**src/rtl/usrx_pkg.sv**
```systemverilog
// Package for the serial receive block: register offsets, field positions,
// reset values and oversampling constants.
// Assumes a plain address/strobe register port and one core clock.
package usrx_pkg;

    // Register offsets on the plain register port
    localparam logic [1:0] OFS_DATA   = 2'h0;
    localparam logic [1:0] OFS_STATUS = 2'h1;
    localparam logic [1:0] OFS_CTRL_B = 2'h2;
    localparam logic [1:0] OFS_CTRL_C = 2'h3;

    // Status register bit positions
    localparam int STS_RXC = 7;
    localparam int STS_FE  = 4;
    localparam int STS_OVR = 3;
    localparam int STS_PE  = 2;
    localparam int STS_U2X = 1;

    // Control register B bit positions
    localparam int CB_RECEIVE_COMPLETE_IRQ_ENABLE = 7;
    localparam int CB_RECEIVER_ENABLE_BIT  = 4;
    localparam int CB_SZ2   = 2;
    localparam int CB_NINTH_RECEIVED_BIT  = 1;

    // Control register C bit positions
    localparam int CC_PEN   = 5;
    localparam int CC_PTYPE = 4;
    localparam int CC_STOP2 = 3;
    localparam int CC_SZ1   = 2;
    localparam int CC_SZ0   = 1;

    // Reset values
    localparam logic [7:0] RST_CTRL_B = 8'h00;
    localparam logic [7:0] RST_CTRL_C = 8'h06;
    localparam logic       RST_U2X    = 1'b0;

    // Oversampling: samples per bit and voting window
    localparam logic [3:0] SPB_N     = 4'hF;
    localparam logic [3:0] SPB_D     = 4'h7;
    localparam logic [3:0] VOTE_N_LO = 4'h7;
    localparam logic [3:0] VOTE_D_LO = 4'h3;

    // Size code for nine-bit characters
    localparam logic [2:0] SZ_NINE = 3'h7;

    // Buffer depth in characters
    localparam int BUF_DEPTH = 2;

endpackage

```
**src/rtl/usrx_receiver.sv**
```systemverilog
// Serial receive block: start detection, majority voting, two-entry receive
// buffer with per-character status, and the register port.
// Assumes a one-cycle oversampling tick from an outside baud divider and a
// receive line already synchronous to the core clock.
`timescale 1ns/1ns
module usrx_receiver #(
    parameter int DEPTH = usrx_pkg::BUF_DEPTH
) (
    input  wire logic       i_core_clk,
    input  wire logic       i_rst_n,
    input  wire logic       i_sample_tick,
    input  wire logic       i_rx_line,
    input  wire logic [1:0] i_addr,
    input  wire logic [7:0] i_wdata,
    input  wire logic       i_wr,
    input  wire logic       i_rd,
    output logic      [7:0] o_rdata,
    output logic            o_rx_irq,
    output logic            o_pin_override
);

    // Head, pop and push indexing serve exactly two entries
    if (DEPTH != 2) begin : g_depth_check
        $error("usrx_receiver: buffer depth must be 2");
    end

    typedef enum logic [1:0] {USRX_IDLE, USRX_START, USRX_BITS} usrx_state_t;

    // Register state
    logic [7:0]  ctrl_b_reg, ctrl_b_next;
    logic [7:0]  ctrl_c_reg, ctrl_c_next;
    logic        u2x_reg, u2x_next;
    logic [7:0]  rdata_reg, rdata_next;
    logic        irq_reg, irq_next;
    logic        ovr_pend_reg, ovr_pend_next;

    // Buffer entry: {pe, ovr, fe, bit8, data[7:0]}
    logic [11:0] buf_reg [DEPTH];
    logic [11:0] buf_next [DEPTH];
    logic [1:0]  cnt_reg, cnt_next;

    // Shift register and its waiting character
    logic [11:0] shf_hold_reg, shf_hold_next;
    logic        shf_full_reg, shf_full_next;

    // Receive engine
    usrx_state_t st_reg, st_next;
    logic [3:0]  smp_reg, smp_next;
    logic [3:0]  bitn_reg, bitn_next;
    logic [1:0]  ones_reg, ones_next;
    logic [9:0]  sh_reg, sh_next;
    logic        line_prev_reg, line_prev_next;

    // Decoded configuration
    logic        rx_en;
    logic        pen;
    logic [2:0]  sz;
    logic [3:0]  nbits;
    logic [3:0]  spb_last;
    logic [3:0]  vote_lo;
    logic [3:0]  frame_bits;
    logic [7:0]  data_mask;

    always_comb begin
        rx_en      = ctrl_b_reg[usrx_pkg::CB_RECEIVER_ENABLE_BIT];
        pen        = ctrl_c_reg[usrx_pkg::CC_PEN];
        sz         = {ctrl_b_reg[usrx_pkg::CB_SZ2], ctrl_c_reg[usrx_pkg::CC_SZ1],
                      ctrl_c_reg[usrx_pkg::CC_SZ0]};
        // Reserved size codes fall back to eight bits
        nbits      = (sz == usrx_pkg::SZ_NINE) ? 4'h9
                   : ((sz[2] == 1'b1) ? 4'h8 : 4'(sz[1:0]) + 4'h5);
        // Frame bits after start: data, optional parity, first stop only
        frame_bits = nbits + 4'(pen) + 4'h1;
        spb_last   = u2x_reg ? usrx_pkg::SPB_D : usrx_pkg::SPB_N;
        vote_lo    = u2x_reg ? usrx_pkg::VOTE_D_LO : usrx_pkg::VOTE_N_LO;
        data_mask  = 8'hFF >> (4'h8 - ((nbits > 4'h8) ? 4'h8 : nbits));
    end

    // Vote window helpers, counted from sample one of each bit
    // While smp_reg holds k the tick takes sample k plus one
    logic in_vote;
    logic vote_end;
    logic vote_bit;

    always_comb begin
        in_vote  = (smp_reg >= vote_lo) && (smp_reg <= vote_lo + 4'h2);
        vote_end = (smp_reg == vote_lo + 4'h2);
        // Majority of the three centre samples, current one included
        vote_bit = ((2'(ones_reg) + 2'(i_rx_line)) >= 2'h2);
    end

    // Framing of a finished character
    logic [11:0] new_char;
    logic        par_calc;
    logic        par_bit;
    logic        stop_bit;
    // Room for nine data bits plus the parity bit
    logic [9:0]  dbits;
    logic        done_now;

    always_comb begin
        // Shift register holds received bits LSB first, final stop voted now
        dbits    = sh_reg >> (4'd10 - (frame_bits - 4'h1));
        stop_bit = vote_bit;
        // Parity sits just above the data, bit nine for nine-bit characters
        par_bit  = dbits[nbits];
        par_calc = ^(dbits & ((10'h001 << nbits) - 10'h001))
                   ^ ctrl_c_reg[usrx_pkg::CC_PTYPE];
        new_char = {pen & (par_calc != par_bit),
                    1'b0,
                    ~stop_bit,
                    (nbits == 4'h9) ? dbits[8] : 1'b0,
                    dbits[7:0] & data_mask};
        if (!pen) begin
            par_bit = 1'b0;
        end
        done_now = (st_reg == USRX_BITS) && i_sample_tick && vote_end
                   && (bitn_reg == frame_bits - 4'h1);
    end

    // Receive engine next state
    logic start_ok;

    always_comb begin
        st_next        = st_reg;
        smp_next       = smp_reg;
        bitn_next      = bitn_reg;
        ones_next      = ones_reg;
        sh_next        = sh_reg;
        line_prev_next = line_prev_reg;
        start_ok       = 1'b0;
        // History follows every tick, so enabling on a low line gives no edge
        if (i_sample_tick) begin
            line_prev_next = i_rx_line;
        end
        if (!rx_en) begin
            st_next  = USRX_IDLE;
            smp_next = 4'h0;
        end else if (i_sample_tick) begin
            case (st_reg)
                USRX_IDLE: begin
                    // Falling edge on an idle line gives sample one
                    if (line_prev_reg && !i_rx_line) begin
                        st_next   = USRX_START;
                        smp_next  = 4'h1;
                        ones_next = 2'h0;
                    end
                end
                USRX_START: begin
                    smp_next = smp_reg + 4'h1;
                    if (in_vote) begin
                        ones_next = ones_reg + 2'(i_rx_line);
                    end
                    if (vote_end) begin
                        if (vote_bit) begin
                            st_next = USRX_IDLE;
                        end else begin
                            start_ok = 1'b1;
                        end
                    end
                    // In normal mode spb_last + 1 wraps to zero with the four-bit
                    // count, so both modes still see a full bit of ticks
                    if (smp_reg == spb_last + 4'h1) begin
                        // Bit boundary: data recovery begins
                        st_next   = USRX_BITS;
                        smp_next  = 4'h1;
                        bitn_next = 4'h0;
                        ones_next = 2'h0;
                    end
                end
                USRX_BITS: begin
                    smp_next = (smp_reg == spb_last + 4'h1) ? 4'h1 : smp_reg + 4'h1;
                    if (smp_reg == spb_last + 4'h1) begin
                        ones_next = 2'h0;
                    end else if (in_vote) begin
                        ones_next = ones_reg + 2'(i_rx_line);
                    end
                    if (vote_end) begin
                        sh_next   = {vote_bit, sh_reg[9:1]};
                        bitn_next = bitn_reg + 4'h1;
                        if (done_now) begin
                            // Next start may follow right after the stop vote
                            st_next = USRX_IDLE;
                        end
                    end
                end
                default: begin
                    st_next = USRX_IDLE;
                end
            endcase
        end
    end

    // Buffer, shift-hold, overrun and register port next state
    logic        rd_data;
    logic [11:0] head;
    logic [11:0] push_char;
    logic        push;
    logic [1:0]  cnt_pop;

    always_comb begin
        ctrl_b_next   = ctrl_b_reg;
        ctrl_c_next   = ctrl_c_reg;
        u2x_next      = u2x_reg;
        cnt_next      = cnt_reg;
        buf_next      = buf_reg;
        shf_hold_next = shf_hold_reg;
        shf_full_next = shf_full_reg;
        ovr_pend_next = ovr_pend_reg;
        rdata_next    = 8'h00;
        push          = 1'b0;
        push_char     = shf_hold_reg;
        head          = (cnt_reg != 2'h0) ? buf_reg[0] : 12'h000;
        // A data read while disabled still answers the head but never pops
        rd_data       = i_rd && (i_addr == usrx_pkg::OFS_DATA) && rx_en;

        // Register reads answer one cycle later
        if (i_rd) begin
            case (i_addr)
                usrx_pkg::OFS_DATA:   rdata_next = head[7:0];
                usrx_pkg::OFS_STATUS: rdata_next = {(cnt_reg != 2'h0), 2'b00, head[9],
                                                    head[10], head[11], u2x_reg,
                                                    1'b0};
                usrx_pkg::OFS_CTRL_B: rdata_next = {ctrl_b_reg[7:2], head[8],
                                                    1'b0};
                usrx_pkg::OFS_CTRL_C: rdata_next = ctrl_c_reg;
                default:              rdata_next = 8'h00;
            endcase
        end

        // Writes; error flag positions in status are not writable
        if (i_wr) begin
            case (i_addr)
                usrx_pkg::OFS_STATUS: u2x_next = i_wdata[usrx_pkg::STS_U2X];
                usrx_pkg::OFS_CTRL_B: ctrl_b_next = {i_wdata[7:2], 1'b0, 1'b0};
                usrx_pkg::OFS_CTRL_C: ctrl_c_next = i_wdata;
                default: ;
            endcase
        end

        // Pop on data read advances the head
        cnt_pop = cnt_reg;
        if (rd_data && cnt_reg != 2'h0) begin
            buf_next[0] = buf_reg[1];
            cnt_pop     = cnt_reg - 2'h1;
        end
        cnt_next = cnt_pop;

        // Finished frame enters the hold slot of the shift register
        if (done_now) begin
            shf_hold_next = new_char;
            shf_full_next = 1'b1;
        end

        // Overrun: full buffer, waiting character, new start qualified
        // A data read in the same cycle frees a slot, so nothing is lost then
        if (start_ok && shf_full_reg && cnt_reg == 2'(DEPTH) && !rd_data) begin
            shf_full_next = 1'b0;
            ovr_pend_next = 1'b1;
        end

        // Move waiting character into the buffer when room exists
        // A frame finishing now refills the hold slot at once
        if (shf_full_reg && cnt_pop != 2'(DEPTH)
                && !(start_ok && cnt_reg == 2'(DEPTH) && !rd_data)) begin
            push          = 1'b1;
            push_char     = {shf_hold_reg[11], ovr_pend_reg, shf_hold_reg[9:0]};
            buf_next[cnt_pop[0]] = push_char;
            cnt_next      = cnt_pop + 2'h1;
            ovr_pend_next = 1'b0;
            shf_full_next = done_now;
        end

        // Disable flushes everything at once
        // Flush wins over any push or pop in the same cycle
        if (!rx_en) begin
            cnt_next      = 2'h0;
            shf_full_next = 1'b0;
            ovr_pend_next = 1'b0;
        end
    end

    // Interrupt level from receive-complete only; error flags never feed it
    always_comb begin
        irq_next = ctrl_b_next[usrx_pkg::CB_RECEIVE_COMPLETE_IRQ_ENABLE] && (cnt_next != 2'h0);
    end

    // Registers
    // Line history resets high so no false start follows reset
    always_ff @(posedge i_core_clk or negedge i_rst_n) begin
        if (!i_rst_n) begin
            ctrl_b_reg    <= usrx_pkg::RST_CTRL_B;
            ctrl_c_reg    <= usrx_pkg::RST_CTRL_C;
            u2x_reg       <= usrx_pkg::RST_U2X;
            rdata_reg     <= 8'h00;
            irq_reg       <= 1'b0;
            ovr_pend_reg  <= 1'b0;
            cnt_reg       <= 2'h0;
            shf_hold_reg  <= 12'h000;
            shf_full_reg  <= 1'b0;
            st_reg        <= USRX_IDLE;
            smp_reg       <= 4'h0;
            bitn_reg      <= 4'h0;
            ones_reg      <= 2'h0;
            sh_reg        <= 10'h000;
            line_prev_reg <= 1'b1;
        end else begin
            ctrl_b_reg    <= ctrl_b_next;
            ctrl_c_reg    <= ctrl_c_next;
            u2x_reg       <= u2x_next;
            rdata_reg     <= rdata_next;
            irq_reg       <= irq_next;
            ovr_pend_reg  <= ovr_pend_next;
            cnt_reg       <= cnt_next;
            shf_hold_reg  <= shf_hold_next;
            shf_full_reg  <= shf_full_next;
            st_reg        <= st_next;
            smp_reg       <= smp_next;
            bitn_reg      <= bitn_next;
            ones_reg      <= ones_next;
            sh_reg        <= sh_next;
            line_prev_reg <= line_prev_next;
        end
    end

    // Buffer storage, one flip-flop word per entry
    for (genvar g = 0; g < DEPTH; g++) begin : g_buf
        always_ff @(posedge i_core_clk or negedge i_rst_n) begin
            if (!i_rst_n) begin
                buf_reg[g] <= 12'h000;
            end else begin
                buf_reg[g] <= buf_next[g];
            end
        end
    end

    // Pin override follows the enable bit directly
    // Taken from the next value so the pin moves one cycle after the write, with the enable bit
    logic ovr_pin_reg;

    always_ff @(posedge i_core_clk or negedge i_rst_n) begin
        if (!i_rst_n) begin
            ovr_pin_reg <= 1'b0;
        end else begin
            ovr_pin_reg <= ctrl_b_next[usrx_pkg::CB_RECEIVER_ENABLE_BIT];
        end
    end

    assign o_rdata        = rdata_reg;
    assign o_rx_irq       = irq_reg;
    assign o_pin_override = ovr_pin_reg;

endmodule

```
**config.mk**
```make
export PLATFORM = sky130hd
export DESIGN_NAME = usrx_receiver
export DESIGN_NICKNAME = d
export VERILOG_FILES = /design/src/rtl/usrx_pkg.sv /design/src/rtl/usrx_receiver.sv
export SDC_FILE = /design/constraint.sdc
export NUM_CORES = 1
export LEC_CHECK = 0
export BUFFER_PORTS_ARGS = -buffer_cell sky130_fd_sc_hd__buf_2
export CAP_MARGIN = 5
export CORE_ASPECT_RATIO = 0.7
export CORE_MARGIN = 3
export CORE_UTILIZATION = 59
export DETAILED_ROUTE_END_ITERATION = 6
export PLACE_DENSITY_LB_ADDON = 0.12
export SYNTH_ARGS = -nofsm -noshare
export SYNTH_HDL_FRONTEND = slang
export SYNTH_SLANG_ARGS = --single-unit
```
**constraint.sdc**
```tcl
create_clock -name i_core_clk -period 7.3 [get_ports i_core_clk]
set_clock_uncertainty 0.1 [all_clocks]
set_input_delay 1.095 -clock i_core_clk [delete_from_list [all_inputs] [get_ports i_core_clk]]
set_output_delay 1.095 -clock i_core_clk [all_outputs]
set_load 0.05 [all_outputs]
```
# Word-level counts from Yosys, hierarchy flattened
# Cells that the tools add are included.
# totals
regBits	87
input_bits	16
output_inout_bits	10
wordCells	165
# op_classes
n_addsub	14
order_cmp	7
n_eq_ne	26
shift	3
n_mux	54
bitwise_logic	6
reduce_logical	36
# ops
op	count
two-way mux 4 bit	10
two-way mux 12 bit	3
one-hot mux 8 bit (4 select lines)	1
two-way mux 2 bit	14
bitwise mux 24 bit	1
two-way mux 24 bit	1
two-way mux 8 bit	3
logical AND 1 bit	17
adder 4 x 1 -> 4 bit, second input constant	4
one-hot mux 4 bit (2 select lines)	2
two-way mux 1 bit	14
demux 12 bit (select 1 bit)	1
equality test 4 bit	3
bitwise AND 10 bit	1
!= test 2 bit, second input constant	5
AND reduction 5 bit	2
XOR reduction 10 bit	1
<< shifter 1 x 4 -> 10 bit, first input constant	1
right shift 10 x 4 -> 10 bit	1
subtractor 10 x 1 -> 10 bit, second input constant	1
!= test 3 bit, second input constant	3
bitwise AND 8 bit	1
equality test 2 bit, second input constant	4
!= test 4 bit, second input constant	2
38 further kinds	50

# Longest topological paths before layout
# depth
depth_word	15
mapped_depth	15
ltp_nobuf	14

# Worst setup path before layout
# No wires, ideal clock.
# synth_path
kind	input -> register
from	input port i_addr[1]
to	register buf_reg[10] (netlist bit)
setup_time_ps	125
arrival_time_ps	3700
required_time_ps	7075
path_slack_ps	3375
path_stages	12
path_buffers	3
path_cell_list	clkbuf_1 nor3_1 and3_1 clkbuf_1 xnor2_1 clkinv_1 ha_1 nand2b_1 a31oi_1 ha_1 buf_1 mux2_2
# synth_between
elab_chain_len	11
word_cells_on_any_way	18
classes_between	order compare (2); eq/ne (1); mux (4); bitwise (1); reduce/logical (10)
# synth_rtl
item	line_no	text
from (decl)	usrx_receiver.sv:13	input wire logic [1:0] i_addr,
logical NOT 2 bit *	usrx_receiver.sv:215	rd_data = i_rd && (i_addr == usrx_pkg::OFS_DATA) && rx_en;
logical AND 1 bit * (2 in series)	usrx_receiver.sv:215	
logical AND 1 bit	usrx_receiver.sv:243	if (rd_data && cnt_reg != 2'h0) begin
two-way mux 2 bit	usrx_receiver.sv:243	
inverter 1 -> 2 bit (not written as such)	usrx_receiver.sv:268	buf_next[cnt_pop[0]] = push_char;
greater-or-equal comparator 2 bit (not written as such) / < comparator 2 x 1 -> 1 bit (equally long branches)	usrx_receiver.sv:268	
logical AND 1 bit (not written as such)	usrx_receiver.sv:268	
two-way mux 12 bit (not written as such)	usrx_receiver.sv:268	
demux 12 bit (select 1 bit)	usrx_receiver.sv:268	
bitwise mux 24 bit	usrx_receiver.sv:268	
to (signal, indexed assignment)	usrx_receiver.sv:332	buf_reg[g] <= buf_next[g];
to (decl)	usrx_receiver.sv:38	logic [11:0] buf_reg [DEPTH];
# Every way passes the cells marked *; elsewhere a longest branch is shown, timed or not.
# A chain may end at the register's enable or synchronous reset.

# Final worst setup path
# layout_path
from	register ctrl_c_reg[1]
to	register shf_hold_reg[11]
# layout_between
elab_chain_len	13
word_cells_on_any_way	20
classes_between	add/sub (6); eq/ne (3); shift (2); mux (4); bitwise (3); reduce/logical (2)
# layout_rtl
item	line_no	text
from (decl)	usrx_receiver.sv:31	logic [7:0] ctrl_c_reg, ctrl_c_next;
from (signal assigned)	usrx_receiver.sv:293	ctrl_c_reg <= usrx_pkg::RST_CTRL_C;
from (signal assigned)	usrx_receiver.sv:309	ctrl_c_reg <= ctrl_c_next;
adder 2 x 3 -> 4 bit	usrx_receiver.sv:71	: ((sz[2] == 1'b1) ? 4'h8 : 4'(sz[1:0]) + 4'h5);
two-way mux 4 bit	usrx_receiver.sv:71	
two-way mux 4 bit *	usrx_receiver.sv:70	nbits = (sz == usrx_pkg::SZ_NINE) ? 4'h9
branches (longest 10 deep; another with adder 4 x 1 -> 4 bit)	--	
to (signal assigned)	usrx_receiver.sv:315	shf_hold_reg <= shf_hold_next;
to (decl)	usrx_receiver.sv:43	logic [11:0] shf_hold_reg, shf_hold_next;
# Every way passes the cells marked *. The select of a mux whose other input is x is not followed.

==> impl_metrics.yaml <==
cts:
  ctsHtreeMaxLevel: 3
  hold_buffers: 0
  cts_root_buf: "clkbuf_16"
  cts_buffer_depth: 2
  cts_resized: 0
  clk_latency_ns: 0.35
  clock_sinks: 86
  clk_pin_slew_worst_paths_ns: 0.07
  cts_tree: "done"
  cts_setup_buffers: 0
  cts_buffers: 9
pwr:
  p_switching_uw: 509
  sw_frac_of_total: 0.346
  ir_drop_v: 0.000192
  p_per_area_nw_per_um2: 267
  seqPwrFrac: 0.371
  p_clk_frac: 0.314
  p_int_uw: 962
  combPwrFrac: 0.315
  leakagePower_uw: 0.00254
global_routing:
  grt_max_degree: 60
  grt_pass1_wl_um: 18100
  grt_overflow_total: 0
  antenna_found_initial: 0
  grt_pass1_vias: 3539
  grtUsageTotal: 0.237
synthesis:
  yosys.area_share.xor_xnor: 0.0425
  synth_flop_cell: "dfrtp_1"
  synth-simple-area-share: 0.128
  yosys-top-cells-area: "dfrtp_1 (41%), mux2_2 (9.8%), ha_1 (6.5%)"
  synth_compound_area_frac: 0.127
  synth_top_family_by_area: "multiplexers"
  synth-async-reset-ratio: 1.00
  avgSynthCellArea_um2: 10.5
  synth_adder_area_share: 0.0646
  yosys.area.top_type: "dfrtp_1"
  synth_edf_count: 0
  synth_seq_area_share: 0.428
  synthesis.area_um2: 5040
  synth.distinct_cells: 65
  synth_mux_area_frac: 0.173
  synthCells: 482
  synth-seq-cells: 86
  synth_top_area_frac: 0.412
  yosysWarnings: 0
drt:
  wl_per_cell_um: 17.5
  drc: 0
  drtPass1Iterations: 4
  vias_per_cell: 5.90
  num_vias: 3576
  routed_wl_um: 10600
  ant_nets: 0
  drt-initial-drc-count: 248
placed_design:
  dp_hpwl_um: 7650
  gp_congestion: 0.866
  port-buffer-count: 25
  place_ws_ns: 2.55
finish:
  largest_register_ffs: 24
  final-seq-area_um2: 2160
  syn_to_final_growth_pct: 9.49
  multi_input_area_um2: 2710
  final.fill_count: 622
  n_antenna_cell: 0
  layout-drive-gt1-share: 0.198
  fin_nets: 542
timing:
  finalSetupTns_ns: 0
  setup_slack_ns: 2.78
  setup_viol: 0
  rsz0062_at_grt: "false"
  max_freq_mhz: 221
  finalCriticalPeriod_ns: 4.52
  worst_pin_slew_ns: 0.890
  max-slew-margin-rel: 0.406
  hold-worst-slack_ns: 0.386
  period_share: 0.619
  hold_viol: 0
  slew_viol_final: 0
run:
  maxCapViolations: 0
critical_path:
  worstPathRequired_ns: 7.46
  ff2ff_path_depth: 14
  crit_path_start: "ctrl_c_reg[1]"
  reg2reg_from: "ctrl_c_reg[1]"
  crit-reg2reg-capture: "shf_hold_reg[11]"
  crit_fanout: 11
  crit_type: "reg -> reg"
  reg2reg_slack_ns: 2.78
  cp-end-kind: "flip-flop"
  start_kind: "flip-flop"
  cp.arrival_ns: 4.68
  critPathCapture: "shf_hold_reg[11]"
floorplan:
  chipWidth_um: 116
  dieArea_um2: 9700
  die_h_um: 83.3
  core_um2: 8070
  io_pins: 26
  initial_core_util: 0.624
  row_count: 27
min_path:
  worstHoldPathCells: 2
  holdCritPathClass: "reg -> reg"
outcome:
  status: "complete, no violations"
## per-layer routing
layer,GRT usage,vias to the layer above,wire (µm)
met2,0.354,74,4900
met1,0.357,1732,5190
met4,0.0464,0,91
li1,-,1762,-
met3,0.0539,8,412
met5,0,-,0
## how the worst min path moves through the flow
| stage | startpoint | slack (ns) | end |
|---|---|---|---|
| after floorplan | ones_reg[0] | 0.35 | ones_reg[0] |
| after global placement | line_prev_reg | 0.37 | line_prev_reg |
| after detailed placement | line_prev_reg | 0.38 | line_prev_reg |
| after CTS | line_prev_reg | 0.39 | line_prev_reg |
| after global routing | line_prev_reg | 0.42 | line_prev_reg |
| final | line_prev_reg | 0.39 | line_prev_reg |
## cell families (layout without fill, tap and decap cells)
family	Yosys count	after routing
adders and majority gates	26	26
DFF	86	86
other	1	2
AOI/OAI and AO/OA	98	98
xor gates and xnor gates	17	17
muxes	78	78
buffers and inverters	44	66
and+or+nand+nor	132	132
## through the flow
stage,util,instances,power (µW),instance area (µm²)
global placement,0.646,590,996,5220
finish,0.683,606,1470,5520
floorplan,-,483,916,5040
CTS,0.683,606,1470,5520
detailed placement,0.646,590,1010,5220
global route,0.683,606,1550,5520
## power groups by stage
stage	Clock [µW]	Combinational [µW]	Sequential, µW
6_report	461	464	546
5_1_grt	492	508	552
4_1_cts	469	460	545
3_5_place_dp	0	453	554
3_3_place_gp	0	445	551
2_1_floorplan	0	363	553
## area by class of cell
type / instances / share of cell area
Clock buffer: 10 / 0.0415
Clock inverter: 6 / 0.0125
Inverter: 23 / 0.0157
Multi-Input combinational cell: 353 / 0.491
Sequential cell: 86 / 0.391
Tap cell: 101 / 0.0229
Timing Repair Buffer: 27 / 0.0259
## worst max-delay path: stages (launching register included)
cell and delay, ns:
dfstp_2 0.61, ha_1 0.16, nand2b_1 0.13, and2_1 0.21, ha_1 0.26, ha_1 0.31, ha_1 0.61, mux2_1 0.39
mux2i_1 0.22, mux2i_1 0.15, nand3_1 0.11, xnor3_1 0.39, xor2_1 0.16, xnor3_1 0.42, o31ai_2 0.17
## cells in the mapped netlist, types with 3 or more instances
library cell	count
dfstp_2	3
nand2b_1	6
and2_1	4
xor2_1	7
a21o_1	3
o21ai_0	22
mux2_2	44
a31oi_1	3
buf_1	4
ha_1	26
xnor2_1	6
dfrtp_1	83
nor2b_1	5
a211oi_1	8
a21oi_1	21
nor2_1	21
nor3b_1	8
o211ai_1	4
nor3_1	8
o21ai_1	13
nand2_1	46
and3_1	4
mux2i_1	28
nand3_1	18
o31ai_1	3
inv_1	22
clkbuf_1	13
## cells in the final DEF (no fill, tap or decap), types with 3 or more instances in the layout
master,Yosys,final
nor3_1,8,8
a21oi_1,21,21
o21ai_0,22,22
ha_1,26,26
mux2i_1,28,28
nand2b_1,6,6
xnor2_1,6,6
a211oi_1,8,8
nand3_1,18,18
inv_1,22,22
clkbuf_16,0,9
buf_2,2,24
nor3b_1,8,8
and2_1,4,4
dfstp_2,3,3
o21ai_1,13,13
o31ai_1,3,3
xor2_1,7,7
nand2_1,46,46
nor2b_1,5,5
mux2_2,44,44
a31oi_1,3,3
nor2_1,21,21
and3_1,4,4
o211ai_1,4,4
buf_4,1,3
dfrtp_1,83,83
a21o_1,3,3
No activity file was read; power rests on OpenSTA's default activity.
